===== config.mk =====
export PLATFORM = sky130hd
export DESIGN_NAME = reg_init_bank
export DESIGN_NICKNAME = d
export VERILOG_FILES = /design/src/reg_init_pkg.sv /design/src/reg_init_bank.sv
export SDC_FILE = /design/constraint.sdc
export NUM_CORES = 1
export LEC_CHECK = 0
export BUFFER_PORTS_ARGS = -buffer_cell sky130_fd_sc_hd__buf_2
export CAP_MARGIN = 30
export CORE_AREA = 3 3 240 242
export CTS_CLUSTER_SIZE = 16
export DETAILED_ROUTE_END_ITERATION = 10
export DIE_AREA = 0 0 243 245
export PLACE_DENSITY = 0.57
export SLEW_MARGIN = 15
export SYNTH_ARGS = -nofsm -noshare
export SYNTH_HDL_FRONTEND = slang
export SYNTH_SLANG_ARGS = --single-unit

===== constraint.sdc =====
create_clock -name clk -period 5 [get_ports clk]
set_input_delay 0.25 -clock clk [delete_from_list [all_inputs] [get_ports clk]]
set_output_delay 0.25 -clock clk [all_outputs]
set_load 0.02 [all_outputs]

===== src/reg_init_pkg.sv =====
// package for the peripheral register bank with reset-class initialization
// assumes a 32-bit apb master and one 40 MHz core clock
package reg_init_pkg;

  // ------------------------------------------------------------
  // reset classes
  // ------------------------------------------------------------
  typedef enum logic [1:0] {
    cls_none,
    cls_power,
    cls_other,
    cls_wake
  } reset_class_t;

  // ------------------------------------------------------------
  // register index and storage
  // ------------------------------------------------------------
  localparam int unsigned num_regs = 40;
  typedef logic [7:0] reg_byte_t;
  typedef reg_byte_t [num_regs-1:0] reg_array_t;

  localparam int unsigned idx_ccp1_data_low      = 0;
  localparam int unsigned idx_ccp1_data_high     = 1;
  localparam int unsigned idx_ccp1_control       = 2;
  localparam int unsigned idx_ccp2_data_low      = 3;
  localparam int unsigned idx_ccp2_data_high     = 4;
  localparam int unsigned idx_ccp2_control       = 5;
  localparam int unsigned idx_ccp3_data_low      = 6;
  localparam int unsigned idx_ccp3_data_high     = 7;
  localparam int unsigned idx_ccp3_control       = 8;
  localparam int unsigned idx_pwm1_auto_shutdown = 9;
  localparam int unsigned idx_comparator_control = 10;
  localparam int unsigned idx_timer3_count_low   = 11;
  localparam int unsigned idx_timer3_count_high  = 12;
  localparam int unsigned idx_timer3_control     = 13;
  localparam int unsigned idx_usart1_baud        = 14;
  localparam int unsigned idx_usart1_tx_data     = 15;
  localparam int unsigned idx_usart1_tx_status   = 16;
  localparam int unsigned idx_usart1_rx_status   = 17;
  localparam int unsigned idx_flash_write_ctrl   = 18;
  localparam int unsigned idx_priority3          = 19;
  localparam int unsigned idx_request3           = 20;
  localparam int unsigned idx_enable3            = 21;
  localparam int unsigned idx_priority1          = 22;
  localparam int unsigned idx_request1           = 23;
  localparam int unsigned idx_enable1            = 24;
  localparam int unsigned idx_external_bus_ctrl  = 25;
  localparam int unsigned idx_pwm1_dead_band     = 26;
  localparam int unsigned idx_timer4_counter     = 27;
  localparam int unsigned idx_timer4_period      = 28;
  localparam int unsigned idx_timer4_control     = 29;
  localparam int unsigned idx_usart2_tx_data     = 30;
  localparam int unsigned idx_usart2_tx_status   = 31;
  localparam int unsigned idx_usart2_rx_status   = 32;
  localparam int unsigned idx_pwm3_auto_shutdown = 33;
  localparam int unsigned idx_pwm3_dead_band     = 34;
  localparam int unsigned idx_pwm2_auto_shutdown = 35;
  localparam int unsigned idx_pwm2_dead_band     = 36;
  localparam int unsigned idx_serial2_buffer     = 37;
  localparam int unsigned idx_serial2_address    = 38;
  localparam int unsigned idx_serial2_status     = 39;
  // serial2 control 1/2 are grouped with status: see ctl indices below
  localparam int unsigned num_ctl = 2;
  localparam logic [11:0] addr_serial2_ctl1 = 12'h0a0;
  localparam logic [11:0] addr_serial2_ctl2 = 12'h0a4;

  // ------------------------------------------------------------
  // per-register init behaviour
  // ------------------------------------------------------------
  // power_val: value after power-on/brown-out; other_load: forced on other resets
  // wake_load: forced on wake-up; mask: implemented bits
  typedef struct packed {
    reg_byte_t power_val;
    logic      other_load;
    reg_byte_t other_val;
    logic      wake_load;
    reg_byte_t wake_val;
    reg_byte_t mask;
  } init_entry_t;

  localparam reg_byte_t v_zero  = 8'h00;
  localparam reg_byte_t v_ones  = 8'hff;
  localparam reg_byte_t v_cmp   = 8'h07;
  localparam reg_byte_t v_txsta = 8'h02;
  localparam reg_byte_t m_all   = 8'hff;
  localparam reg_byte_t m_timer4_ctl = 8'h7f;
  localparam reg_byte_t m_flash = 8'h1e;
  localparam reg_byte_t m_membus = 8'hbf;
  localparam reg_byte_t m_flash_clear = 8'h16;
  localparam int unsigned flash_err_bit = 3;

  // undefined contents modelled as zero on power-on
  localparam init_entry_t e_undef  = '{v_zero, 1'b0, v_zero, 1'b0, v_zero, m_all};
  localparam init_entry_t e_zero   = '{v_zero, 1'b1, v_zero, 1'b0, v_zero, m_all};
  localparam init_entry_t e_ones   = '{v_ones, 1'b1, v_ones, 1'b0, v_zero, m_all};

  // ------------------------------------------------------------
  // program counter and vectors
  // ------------------------------------------------------------
  localparam int unsigned pc_w = 21;
  localparam int unsigned sp_w = 5;
  typedef logic [pc_w-1:0] pc_t;
  localparam pc_t vec_reset = 21'h000000;
  localparam pc_t vec_high  = 21'h000008;
  localparam pc_t vec_low   = 21'h000018;
  localparam pc_t pc_step   = 21'h000002;

  typedef struct packed {
    logic power;
    logic other;
    logic wake_wdt;
    logic wake_irq;
    logic irq_high;
  } reset_event_t;

endpackage


===== src/reg_init_bank.sv =====
// peripheral register bank with reset-class initialization and wake-up vectoring
// assumes event strobes are synchronous to clk and arrive one at a time
//
// Operation
// - interrupt wake with global enable pushes pc to stack top, bumps pointer
// - interrupt wake with global enable loads pc with 0008h or 0018h
// - interrupt wake leaves a cause flag (wake_cause) set in request1 only, request3 unchanged
// - unimplemented bits read zero and ignore writes
// - capture/compare controls clear on both reset classes, kept on wake
// - comparator control loads 0000 0111 on resets, kept on wake
// - timer3 control clears only on power-on or brown-out
// - usart transmit status resets to 0000 0010, kept on wake
// - usart receive status clears upper seven bits, bit 0 undefined
// - timer4 period forced all ones on resets and on wake
// - peripheral priority registers reset to all ones, kept on wake
// - peripheral enable registers clear on resets, kept on wake
// - capture/compare data undefined at power-on, otherwise retained
// - timer3 count undefined at power-on, otherwise retained
// - timer4 counter and seven control bits clear on resets, kept on wake
// - flash control clears three bits always, error flag undefined at power-on
// - pwm shutdown and dead-band registers clear on resets, kept on wake
// - serial2 address/status/controls clear on resets, buffer undefined at power-on
// - external bus control clears implemented bits, one position reads zero
// - usart2 tx data clears on resets, usart1 tx data undefined at power-on
// - registers without forced state undefined at power-on, else unchanged
`timescale 1ns/1ps

module reg_init_bank
  import reg_init_pkg::*;
(
  input  wire logic        clk,
  input  wire logic        rst_n,
  input  wire logic        psel,
  input  wire logic        penable,
  input  wire logic        pwrite,
  input  wire logic [11:0] paddr,
  input  wire logic [31:0] pwdata,
  output logic      [31:0] prdata,
  output logic             pready,
  output logic             pslverr,
  input  wire reset_event_t reset_event,
  input  wire logic        high_priority_global_enable,
  input  wire logic        low_priority_global_enable,
  input  wire logic [7:0]  wake_cause,
  input  wire pc_t         pc_current,
  output pc_t              pc_load_value,
  output logic             pc_load,
  output pc_t              stack_top,
  output logic [sp_w-1:0]  stack_pointer_reg,
  output reset_class_t     reset_class
);

  // ------------------------------------------------------------
  // init table
  // ------------------------------------------------------------
  function automatic init_entry_t entry_of(input int unsigned i);
    init_entry_t e;
    e = e_undef;
    if (i == idx_ccp1_control || i == idx_ccp2_control || i == idx_ccp3_control)
      e = e_zero;
    else if (i == idx_comparator_control)
      e = '{v_cmp, 1'b1, v_cmp, 1'b0, v_zero, m_all};
    else if (i == idx_timer3_control)
      e = '{v_zero, 1'b0, v_zero, 1'b0, v_zero, m_all};
    else if (i == idx_usart1_tx_status || i == idx_usart2_tx_status)
      e = '{v_txsta, 1'b1, v_txsta, 1'b0, v_zero, m_all};
    else if (i == idx_usart1_rx_status || i == idx_usart2_rx_status)
      e = e_zero;                                            // bit 0 undefined, modelled as 0
    else if (i == idx_timer4_period)
      e = '{v_ones, 1'b1, v_ones, 1'b1, v_ones, m_all};
    else if (i == idx_priority1 || i == idx_priority3)
      e = e_ones;
    else if (i == idx_enable1 || i == idx_enable3 || i == idx_request1 || i == idx_request3)
      e = e_zero;
    else if (i == idx_timer4_counter)
      e = e_zero;
    else if (i == idx_timer4_control)
      e = '{v_zero, 1'b1, v_zero, 1'b0, v_zero, m_timer4_ctl};
    else if (i == idx_flash_write_ctrl)
      // no forced load on other resets: the error bit must survive them
      e = '{v_zero, 1'b0, v_zero, 1'b1, v_zero, m_flash};
    else if (i == idx_pwm1_auto_shutdown || i == idx_pwm1_dead_band ||
             i == idx_pwm2_auto_shutdown || i == idx_pwm2_dead_band ||
             i == idx_pwm3_auto_shutdown || i == idx_pwm3_dead_band)
      e = e_zero;
    else if (i == idx_serial2_address || i == idx_serial2_status)
      e = e_zero;
    else if (i == idx_external_bus_ctrl)
      e = '{v_zero, 1'b1, v_zero, 1'b0, v_zero, m_membus};
    else if (i == idx_usart2_tx_data || i == idx_usart1_baud)
      e = e_zero;
    return e;
  endfunction

  function automatic logic [11:0] reg_addr(input int unsigned i);
    return 12'(i * 4);
  endfunction

  function automatic reg_byte_t mask_of(input int unsigned i);
    init_entry_t e;
    e = entry_of(i);
    return e.mask;
  endfunction

  // ------------------------------------------------------------
  // reset class decode
  // ------------------------------------------------------------
  reset_class_t cls_nxt;
  always_comb begin
    // power wins over other, other over wake, so exactly one class per event
    if (reset_event.power)
      cls_nxt = cls_power;
    else if (reset_event.other)
      cls_nxt = cls_other;
    else if (reset_event.wake_wdt || reset_event.wake_irq)
      cls_nxt = cls_wake;
    else
      cls_nxt = cls_none;
  end

  // ------------------------------------------------------------
  // apb access decode
  // ------------------------------------------------------------
  logic access_w;
  logic wr_en;
  logic addr_hit;
  int unsigned hit_idx;
  logic ctl_hit;
  logic ctl_sel;

  assign access_w = psel && penable;
  assign wr_en    = access_w && pwrite;

  always_comb begin
    addr_hit = 1'b0;
    hit_idx  = 0;
    ctl_hit  = 1'b0;
    ctl_sel  = 1'b0;
    if (paddr == addr_serial2_ctl1) begin
      ctl_hit = 1'b1;
    end else if (paddr == addr_serial2_ctl2) begin
      ctl_hit = 1'b1;
      ctl_sel = 1'b1;
    end else begin
      for (int unsigned k = 0; k < num_regs; k++) begin
        if (paddr == reg_addr(k)) begin
          addr_hit = 1'b1;
          hit_idx  = k;
        end
      end
    end
  end

  // ------------------------------------------------------------
  // register storage
  // ------------------------------------------------------------
  reg_array_t regs_r;
  reg_array_t regs_nxt;
  reg_byte_t  ctl_r [num_ctl];
  reg_byte_t  ctl_nxt [num_ctl];
  logic       irq_wake_vec;

  assign irq_wake_vec = cls_nxt == cls_wake && reset_event.wake_irq &&
                        (high_priority_global_enable || low_priority_global_enable);

  generate
    for (genvar g = 0; g < num_regs; g++) begin : g_reg
      localparam init_entry_t ent = entry_of(g);
      always_comb begin
        regs_nxt[g] = regs_r[g];
        if (cls_nxt == cls_power)
          regs_nxt[g] = ent.power_val;
        else if (cls_nxt == cls_other && ent.other_load)
          regs_nxt[g] = ent.other_val;
        else if (cls_nxt == cls_other && g == idx_flash_write_ctrl)
          regs_nxt[g] = regs_r[g] & ~m_flash_clear;           // error bit kept
        else if (cls_nxt == cls_wake && ent.wake_load)
          regs_nxt[g] = (g == idx_flash_write_ctrl) ? (regs_r[g] & ~m_flash_clear) : ent.wake_val;
        else if (cls_nxt == cls_wake && reset_event.wake_irq &&
                 (g == idx_request1 || g == idx_request3))
          regs_nxt[g] = regs_r[g] | (g == idx_request1 ? wake_cause : v_zero);
        else if (cls_nxt == cls_none && wr_en && addr_hit && hit_idx == g)
          regs_nxt[g] = pwdata[7:0] & ent.mask;
      end
      always_ff @(posedge clk or negedge rst_n) begin
        if (!rst_n)
          regs_r[g] <= ent.power_val;
        else
          regs_r[g] <= regs_nxt[g];
      end
    end
    for (genvar c = 0; c < num_ctl; c++) begin : g_ctl
      always_comb begin
        ctl_nxt[c] = ctl_r[c];
        if (cls_nxt == cls_power || cls_nxt == cls_other)
          ctl_nxt[c] = v_zero;
        else if (cls_nxt == cls_none && wr_en && ctl_hit && ctl_sel == 1'(c))
          ctl_nxt[c] = pwdata[7:0];
      end
      always_ff @(posedge clk or negedge rst_n) begin
        if (!rst_n)
          ctl_r[c] <= v_zero;
        else
          ctl_r[c] <= ctl_nxt[c];
      end
    end
  endgenerate

  // ------------------------------------------------------------
  // pc, stack and bus answer
  // ------------------------------------------------------------
  pc_t               pc_load_value_nxt;
  logic              pc_load_nxt;
  pc_t               stack_top_nxt;
  logic [sp_w-1:0]   sp_nxt;
  logic [31:0]       prdata_nxt;
  logic              pready_nxt;
  logic              pslverr_nxt;

  always_comb begin
    pc_load_nxt       = 1'b0;
    pc_load_value_nxt = pc_load_value;
    stack_top_nxt     = stack_top;
    sp_nxt            = stack_pointer_reg;
    if (cls_nxt == cls_power || cls_nxt == cls_other) begin
      pc_load_nxt       = 1'b1;
      pc_load_value_nxt = vec_reset;
      stack_top_nxt     = vec_reset;
      sp_nxt            = '0;
    end else if (irq_wake_vec) begin
      stack_top_nxt     = pc_current;
      sp_nxt            = stack_pointer_reg + 5'(1);
      pc_load_nxt       = 1'b1;
      pc_load_value_nxt = reset_event.irq_high ? vec_high : vec_low;
    end else if (cls_nxt == cls_wake) begin
      pc_load_nxt       = 1'b1;
      pc_load_value_nxt = pc_t'(pc_current + pc_step);
    end
    // one-cycle answer: pready high during every access phase
    pready_nxt  = psel && !penable;
    pslverr_nxt = psel && !penable && !(addr_hit || ctl_hit);
    prdata_nxt  = '0;
    if (psel && !penable && !pwrite) begin
      if (ctl_hit)
        prdata_nxt = {24'h000000, ctl_r[ctl_sel]};
      else if (addr_hit && hit_idx != idx_usart2_tx_data)
        prdata_nxt = {24'h000000, regs_r[hit_idx] & mask_of(hit_idx)};
    end
  end

  always_ff @(posedge clk or negedge rst_n) begin
    if (!rst_n) begin
      pc_load           <= 1'b0;
      pc_load_value     <= vec_reset;
      stack_top         <= vec_reset;
      stack_pointer_reg <= '0;
      reset_class       <= cls_none;
      prdata            <= '0;
      pready            <= 1'b0;
      pslverr           <= 1'b0;
    end else begin
      pc_load           <= pc_load_nxt;
      pc_load_value     <= pc_load_value_nxt;
      stack_top         <= stack_top_nxt;
      stack_pointer_reg <= sp_nxt;
      reset_class       <= cls_nxt;
      prdata            <= prdata_nxt;
      pready            <= pready_nxt;
      pslverr           <= pslverr_nxt;
    end
  end

endmodule


* Yosys cells after proc, flatten, opt, wreduce, memory -nomap -nowiden
Index checks and enable logic that the tools add are counted.
** Storage, ports and cells
- Flip-flop bits (word level) :: 420
- Memory bits (read-only) :: 0
- Latch bits :: 0
- Input bits :: 85
- Memories :: 0
- Memory bits (writable) :: 0
- Logic and storage cells :: 512
** Cells by class
- Shifts and indexed selects :: 0
- Reduce and logical (&&, ||, !) cells :: 124
- Order comparisons :: 2
- Divide/modulo/power cells :: 0
- $add $sub $neg :: 2
- Eq/ne operators :: 87
- $mul :: 0
- Multiplexer cells :: 242
- Bitwise logic cells :: 4
** Operators with widths (count)
- 2-to-1 mux 8 bit :: 141
- 2-to-1 mux 32 bit :: 24
- equality test 32 x 5 -> 1 bit, second input constant :: 16
- equality test 32 x 4 -> 1 bit, second input constant :: 8
- equality test 32 x 6 -> 1 bit, second input constant :: 8
- equality test 12 x 7 -> 1 bit, second input constant :: 16
- equality test 32 x 3 -> 1 bit, second input constant :: 4
- equality test 12 x 8 -> 1 bit, second input constant :: 10
- 2-to-1 mux 21 bit :: 5
- equality test 12 x 6 -> 1 bit, second input constant :: 8
- nonzero test 3 bit :: 27
- equality test 32 x 2 -> 1 bit, second input constant :: 2
- logical AND 1 bit :: 53
- 2-to-1 mux 1 bit :: 49
- binary-select mux 8 bit (select 6 bit) :: 1
- equality test 12 x 5 -> 1 bit, second input constant :: 4
- equality test 32 x 1 -> 1 bit, second input constant :: 1
- logical NOT 32 bit :: 1
- < comparator 32 x 7 -> 1 bit, second input constant :: 1
- 2-to-1 mux 4 bit :: 8
- inequality test 32 x 5 -> 1 bit, second input constant :: 1
- nonzero test 2 bit :: 15
- 2-to-1 mux 5 bit :: 5
- equality test 12 x 4 -> 1 bit, second input constant :: 2
- 21 further kinds :: 51

* Longest topological paths before layout
- Depth after elaboration :: 67
- Mapped depth :: 11

* Worst setup path before layout
Ideal clock, no wire load.
- Path kind :: input -> register
- Start point :: input paddr[9]
- End point :: register prdata[6]
- Library setup time :: 0.120 ns
- Data required time :: 4.880 ns
- Path slack :: 2.443 ns
- Cell stages on the path :: 9
- Data arrival time :: 2.437 ns
- Cell sequence :: or4_1 -> buf_2 -> nor4_1 -> buf_2 -> clkbuf_1 -> nand3_1 -> a311oi_1 -> nor3_1 -> a31o_1
** On the way
- Word-level cells in the longest chain between the ends :: 67
- Elaborated cells on any way between the ends :: 199
- Classes of those cells :: eq/ne: 70; mux: 111; bitwise: 2; reduce/logical: 16
** Ends and longest elaborated chain
- from (decl) :: RTL line reg_init_bank.sv:36 : input wire logic [11:0] paddr,
- equality test 12 x 3 -> 1 bit :: RTL line reg_init_bank.sv:146 : if (paddr == reg_addr(k)) begin
- 2-to-1 mux 1 bit :: RTL line reg_init_bank.sv:146
- 2-to-1 mux 2 bit (2 in series) :: RTL line reg_init_bank.sv:146
- 2-to-1 mux 3 bit (4 in series) :: RTL line reg_init_bank.sv:146
- 2-to-1 mux 4 bit (8 in series) :: RTL line reg_init_bank.sv:146
- 2-to-1 mux 5 bit (2 in series) :: RTL line reg_init_bank.sv:146
- 2-to-1 mux 32 bit (22 in series) :: RTL line reg_init_bank.sv:146
- 2-to-1 mux 32 bit :: RTL line reg_init_bank.sv:141 : end else if (paddr == addr_serial2_ctl2) begin
- [... 19 more ...]
- 2-to-1 mux 8 bit :: RTL line reg_init_bank.sv:246 : else if (addr_hit && hit_idx != idx_usart2_tx_data)
- 2-to-1 mux 8 bit :: RTL line reg_init_bank.sv:244 : if (ctl_hit)
- 2-to-1 mux 8 bit :: RTL line reg_init_bank.sv:243 : if (psel && !penable && !pwrite) begin
- AND 8 bit :: RTL line reg_init_bank.sv:247 : prdata_nxt = {24'h000000, regs_r[hit_idx] & mask_of(hit_idx)};
- 2-to-1 mux 8 bit :: RTL line reg_init_bank.sv:246
- 2-to-1 mux 8 bit (*) :: RTL line reg_init_bank.sv:244
- 2-to-1 mux 8 bit (*) :: RTL line reg_init_bank.sv:243
- named net prdata_nxt[6] :: RTL line reg_init_bank.sv:216 : logic [31:0] prdata_nxt;
- to (signal assigned) :: RTL line reg_init_bank.sv:267 : prdata <= prdata_nxt;
- to (decl) :: RTL line reg_init_bank.sv:38 : output logic [31:0] prdata,
The timed path passes the listed nets; every way through them passes the cells marked *. The select of a mux whose other input is x is not followed.
A chain may end at the register's enable or synchronous reset.

* Final worst setup path
- Start point :: input reset_event[4] (netlist bit)
- End point :: register regs_r[7] (netlist bit)
** On the way
- Word-level cells in the longest chain between the ends :: 6
- Elaborated cells on any way between the ends :: 8
- Classes of those cells :: eq/ne: 1; mux: 2; reduce/logical: 5
** Ends and longest elaborated chain
- from (decl) :: RTL line reg_init_bank.sv:41 : input wire reset_event_t reset_event,
- 2-to-1 mux 2 bit (*) :: RTL line reg_init_bank.sv:111 : if (reset_event.power)
- logical NOT 2 bit :: RTL line reg_init_bank.sv:182 : else if (cls_nxt == cls_none && wr_en && addr_hit && hit_idx == g)
- logical AND 1 bit (3 in series) :: RTL line reg_init_bank.sv:182
- nonzero test 2 bit (no line)
- to (signal, indexed assignment) :: RTL line reg_init_bank.sv:187 : regs_r[g] <= ent.power_val;
- to (signal, indexed assignment) :: RTL line reg_init_bank.sv:189 : regs_r[g] <= regs_nxt[g];
- to (decl) :: RTL line reg_init_bank.sv:157 : reg_array_t regs_r;
Mark *: on every way between the ends. The rest lies on a longest branch, timed or not.

==> qor.log <==
[status] outcome completed
[logic_synthesis] number of synthesized register bits 390
[worst_setup_path] Crit-path slowest cell sky130_fd_sc_hd__nor3_2
[sta] Setup Skew 0.01485 ns
[cells_and_area] relative area change from synthesis to final layout 17.11%
[sta] Slew Viols, Final 0
[cells_and_area] count of placed standard cells in the final layout, fillers left out 3,049
[logic_synthesis] syn_area_per_cell 8.991 um2
[sta] Worst Tran Pin Value 0.9534 ns
[logic_synthesis] most frequent cells after synthesis 517 x sky130_fd_sc_hd__nand2_1, 361 x sky130_fd_sc_hd__dfrtp_1, 221 x sky130_fd_sc_hd__a21oi_1
[clock_network] root cell of the clock tree sky130_fd_sc_hd__clkbuf_16
[clock_network] clock-pin transition on the worst setup and hold timing paths 0.06 ns
[placement] placed cell count 2,939
[grt] pin count of the biggest net entering global routing 143
[worst_setup_path] Startpoint Class input port
[cells_and_area] post-layout instance area 22,670 um2
[die] core area 55,310 um2
[job] MaxCap Viol Count 0
[logic_synthesis] share of synthesized area occupied by flip-flops and latches 0.5060
[sta] Final Hold Fails 0
[clock_network] hold buffer count at cts 27
[cells_and_area] proportion of layout cells with a drive suffix above 1 0.1469
[sta] worst setup margin 1.500 ns
[route] detail-routed net length per standard cell 22.60 um
[power] power density over the cells 304.1 nW/um2
[worst_setup_path] worst flop-to-flop path endpoint prdata[2]$_DFF_PN0_
[min_path] launch instance of the worst min-delay path wake_cause[1]
[worst_setup_path] data required time at the worst endpoint 5.46 ns
[placement] RD Place Congestion 0.9258
[clock_network] number of instances resized during post-cts repair 0
[route] post-detailed-route count of antenna-violating nets 0
[logic_synthesis] summed instance area of the synthesized netlist 19,360 um2
[clock_network] CTS tree done
[cells_and_area] flip-flop count of the largest register after layout 314
[logic_synthesis] share of flip-flops with an asynchronous set or reset after synthesis 1.000
[placement] # port buffers 120
[placement] pre-CTS WS 1.156 ns
[sta] Final Setup Violations 0
[logic_synthesis] gate count after technology mapping 2,153
[die] starting density of the core 0.3500
[route] initial detailed-routing violation count 1,874
[clock_network] Max Root-Sink Buffers 3
[clock_network] TritonCTS Buffers 43
[logic_synthesis] portion of synthesized cell area occupied by the leading cell type 0.4667
[placement] dpl hpwl 44,720 um
[die] height of the die 245 um
[logic_synthesis] Synth Flop Type sky130_fd_sc_hd__dfrtp_1
[sta] Max transition margin 0.3596
[clock_network] latest clock arrival within the worst-skew pair 0.59 ns
[worst_setup_path] category of the worst setup path capture point flip-flop
[cells_and_area] top flop regs regs_r x314, pc_load_value x21, stack_top x21
[sta] Min Clock Period, post-route 3.500 ns
[grt] Overall Global Routing Usage 0.2291
[clock_network] total number of H-tree levels 2
[worst_setup_path] Register-to-Register Setup Slack 2.54 ns
[die] full die area 59,540 um2
[logic_synthesis] number of distinct library cell variants in the gate-level netlist after synthesis 69
[worst_setup_path] startpoint of the worst-slack reg-to-reg timing path regs_r[218]$_DFFE_PN0P_
[worst_setup_path] cell chain of the critical path dlygate4sd3_1 -> buf_4 -> nor4_4 -> nand4_1 -> nor3_2 -> nand2_1 -> nor2_2 -> mux2i_1 -> nor2_1
[sta] Max Clk Rate 285.7 MHz
[cells_and_area] total number of nets in the final design 2,354
[sta] unrepaired setup endpoints after global routing false
[power] leakage power summed over all cells 0.009417 uW
[route] detailed-route vias per instance 5.637
[min_path] number of cells on the worst hold path 4
[min_path] class of the worst hold path input port to flip-flop
[die] number of ports placed on the die boundary 169
[route] via count of the routed design 17.19k
[logic_synthesis] number of flops mapped to enable cells by yosys 0
[cells_and_area] Biggest register regs_r
[clock_network] Post CTS Setup Buffer Count 0
[route] total wire length after detailed routing 68,910 um
[placement] placed instance area 20,920 um2
[grt] number of global-route vias before repair 16.94k
[die] number of rows created at floorplan 86
[logic_synthesis] count of warnings emitted by yosys 0
[sta] sum of negative setup slack 0 ns
[logic_synthesis] dominant cell by count in the synthesized netlist sky130_fd_sc_hd__nand2_1
[logic_synthesis] ranking of synthesized cells by area sky130_fd_sc_hd__dfrtp_1 47%, sky130_fd_sc_hd__nand2_1 10%, sky130_fd_sc_hd__mux2i_1 8.4%
[grt] wire length of the first global-routing pass 106,000 um
[worst_setup_path] crit path launch reset_event[4]
[route] drt pass-1 iters 8
[grt] number of antenna violations at the first check in global routing 3
[route] final routed DRC violation total 0
[cells_and_area] number of diodes added for antenna fixing 0
[worst_setup_path] class of the most critical setup path input port to flip-flop
[grt] overflow left after global routing 0
[die] die width 243 um
[min_path] sink of the worst hold path regs_r[185]$_DFFE_PN0P_
[worst_setup_path] highest cell delay on the worst timing path 0.71 ns
[worst_setup_path] worst r2r path cells 6
[logic_synthesis] leading area contributor after synthesis sky130_fd_sc_hd__dfrtp_1
[power] maximum vdd drop 222.5 uV
[clock_network] TritonCTS Sinks 390
[worst_setup_path] CP Data Arrival Time 3.95 ns
[sta] Final Cycle Share 0.6999
[worst_setup_path] worst-path fanout max 9
-- metal layers --
metal,global-route usage,vias up,routed length (um)
li1,-,7627,-
met1,0.3161,8590,29410
met2,0.3584,812,31570
met3,0.03769,155,5283
met4,0.09596,2,2625
met5,0,-,17
-- cell families (layout without fill, tap and decap cells) --
family	after synthesis	in the layout	synth area share
simple gates	912	912	0.2022
flops	390	390	0.5060
compound gates	462	462	0.1447
buf+inv	186	311	0.04176
fa+ha+maj	2	2	0.001293
mux	180	180	0.09476
other cells	1	24	0.0001937
xor+xnor	20	20	0.009049
-- through the flow --
stage	hold slack, ns	util	power [uW]
after detailed placement	0.4215	0.3782	3713
after CTS	0.01606	0.4089	6939
after global placement	0.4131	0.3753	3694
after global routing	0.04544	0.4099	7114
after floorplan	-0.04559	-	3489
final	0.03250	0.4099	6894
-- worst max-delay path by stage --
stage,end,depth (start not counted)
after floorplan,prdata[6]$_DFF_PN0_,9
after global placement,prdata[5]$_DFF_PN0_,8
after detailed placement,prdata[5]$_DFF_PN0_,8
after CTS,regs_r[5]$_DFFE_PN0P_,9
after global routing,regs_r[72]$_DFFE_PN0P_,9
final,regs_r[7]$_DFFE_PN0P_,9
-- report_power, final --
| part | internal [uW] | total [uW] | leakage [uW] | switching (uW) |
|---|---|---|---|---|
| clock network | 1840 | 3210 | 0.000706 | 1370 |
| registers | 3180 | 3200 | 0.00531 | 14.6 |
| logic | 126 | 482 | 0.00340 | 356 |
| total | 5150 | 6890 | 0.00942 | 1740 |
-- layout make-up --
class	count	area (um2)
clock buffer	64	1285
multi-input combinational	1600	8856
timing repair buffer	216	1594
sequential	390	9796
tap	748	935.9
inverter	16	60.06
fill	5502	32640
clock inverter	15	142.6
-- worst max-delay path: cells and delay by family --
kind	cells	cell delay [ns]
buffers and inverters	2	0.70
muxes	1	0.27
and+or+nand+nor	6	2.73
-- cells in the final DEF (no fill, tap or decap), types with 7 or more instances in the layout --
cell                            instances
sky130_fd_sc_hd__nand4_1               16
sky130_fd_sc_hd__clkbuf_8              13
sky130_fd_sc_hd__o22ai_1               20
sky130_fd_sc_hd__o21ai_1               18
sky130_fd_sc_hd__mux2_2                16
sky130_fd_sc_hd__nor3_1                19
sky130_fd_sc_hd__dlygate4sd3_1         27
sky130_fd_sc_hd__clkinv_2               9
sky130_fd_sc_hd__xor2_1                15
sky130_fd_sc_hd__o221ai_1              20
sky130_fd_sc_hd__mux2i_1              163
sky130_fd_sc_hd__a21oi_1              221
sky130_fd_sc_hd__dfstp_2               29
sky130_fd_sc_hd__a31oi_1               17
sky130_fd_sc_hd__nor2_1               191
sky130_fd_sc_hd__nand3_1               90
sky130_fd_sc_hd__a221oi_1              10
sky130_fd_sc_hd__clkbuf_16             43
sky130_fd_sc_hd__o21ai_0               65
sky130_fd_sc_hd__nand2b_1              14
sky130_fd_sc_hd__nand2_1              517
sky130_fd_sc_hd__inv_1                 15
sky130_fd_sc_hd__and3_1                 7
sky130_fd_sc_hd__a211oi_1               9
sky130_fd_sc_hd__a22o_1                25
sky130_fd_sc_hd__buf_4                 56
sky130_fd_sc_hd__conb_1                24
sky130_fd_sc_hd__buf_2                119
sky130_fd_sc_hd__nor2b_1               11
sky130_fd_sc_hd__clkbuf_1               8
sky130_fd_sc_hd__buf_12                 7
sky130_fd_sc_hd__dfrtp_1              361
Note: power is estimated with default switching activity, not from simulation.
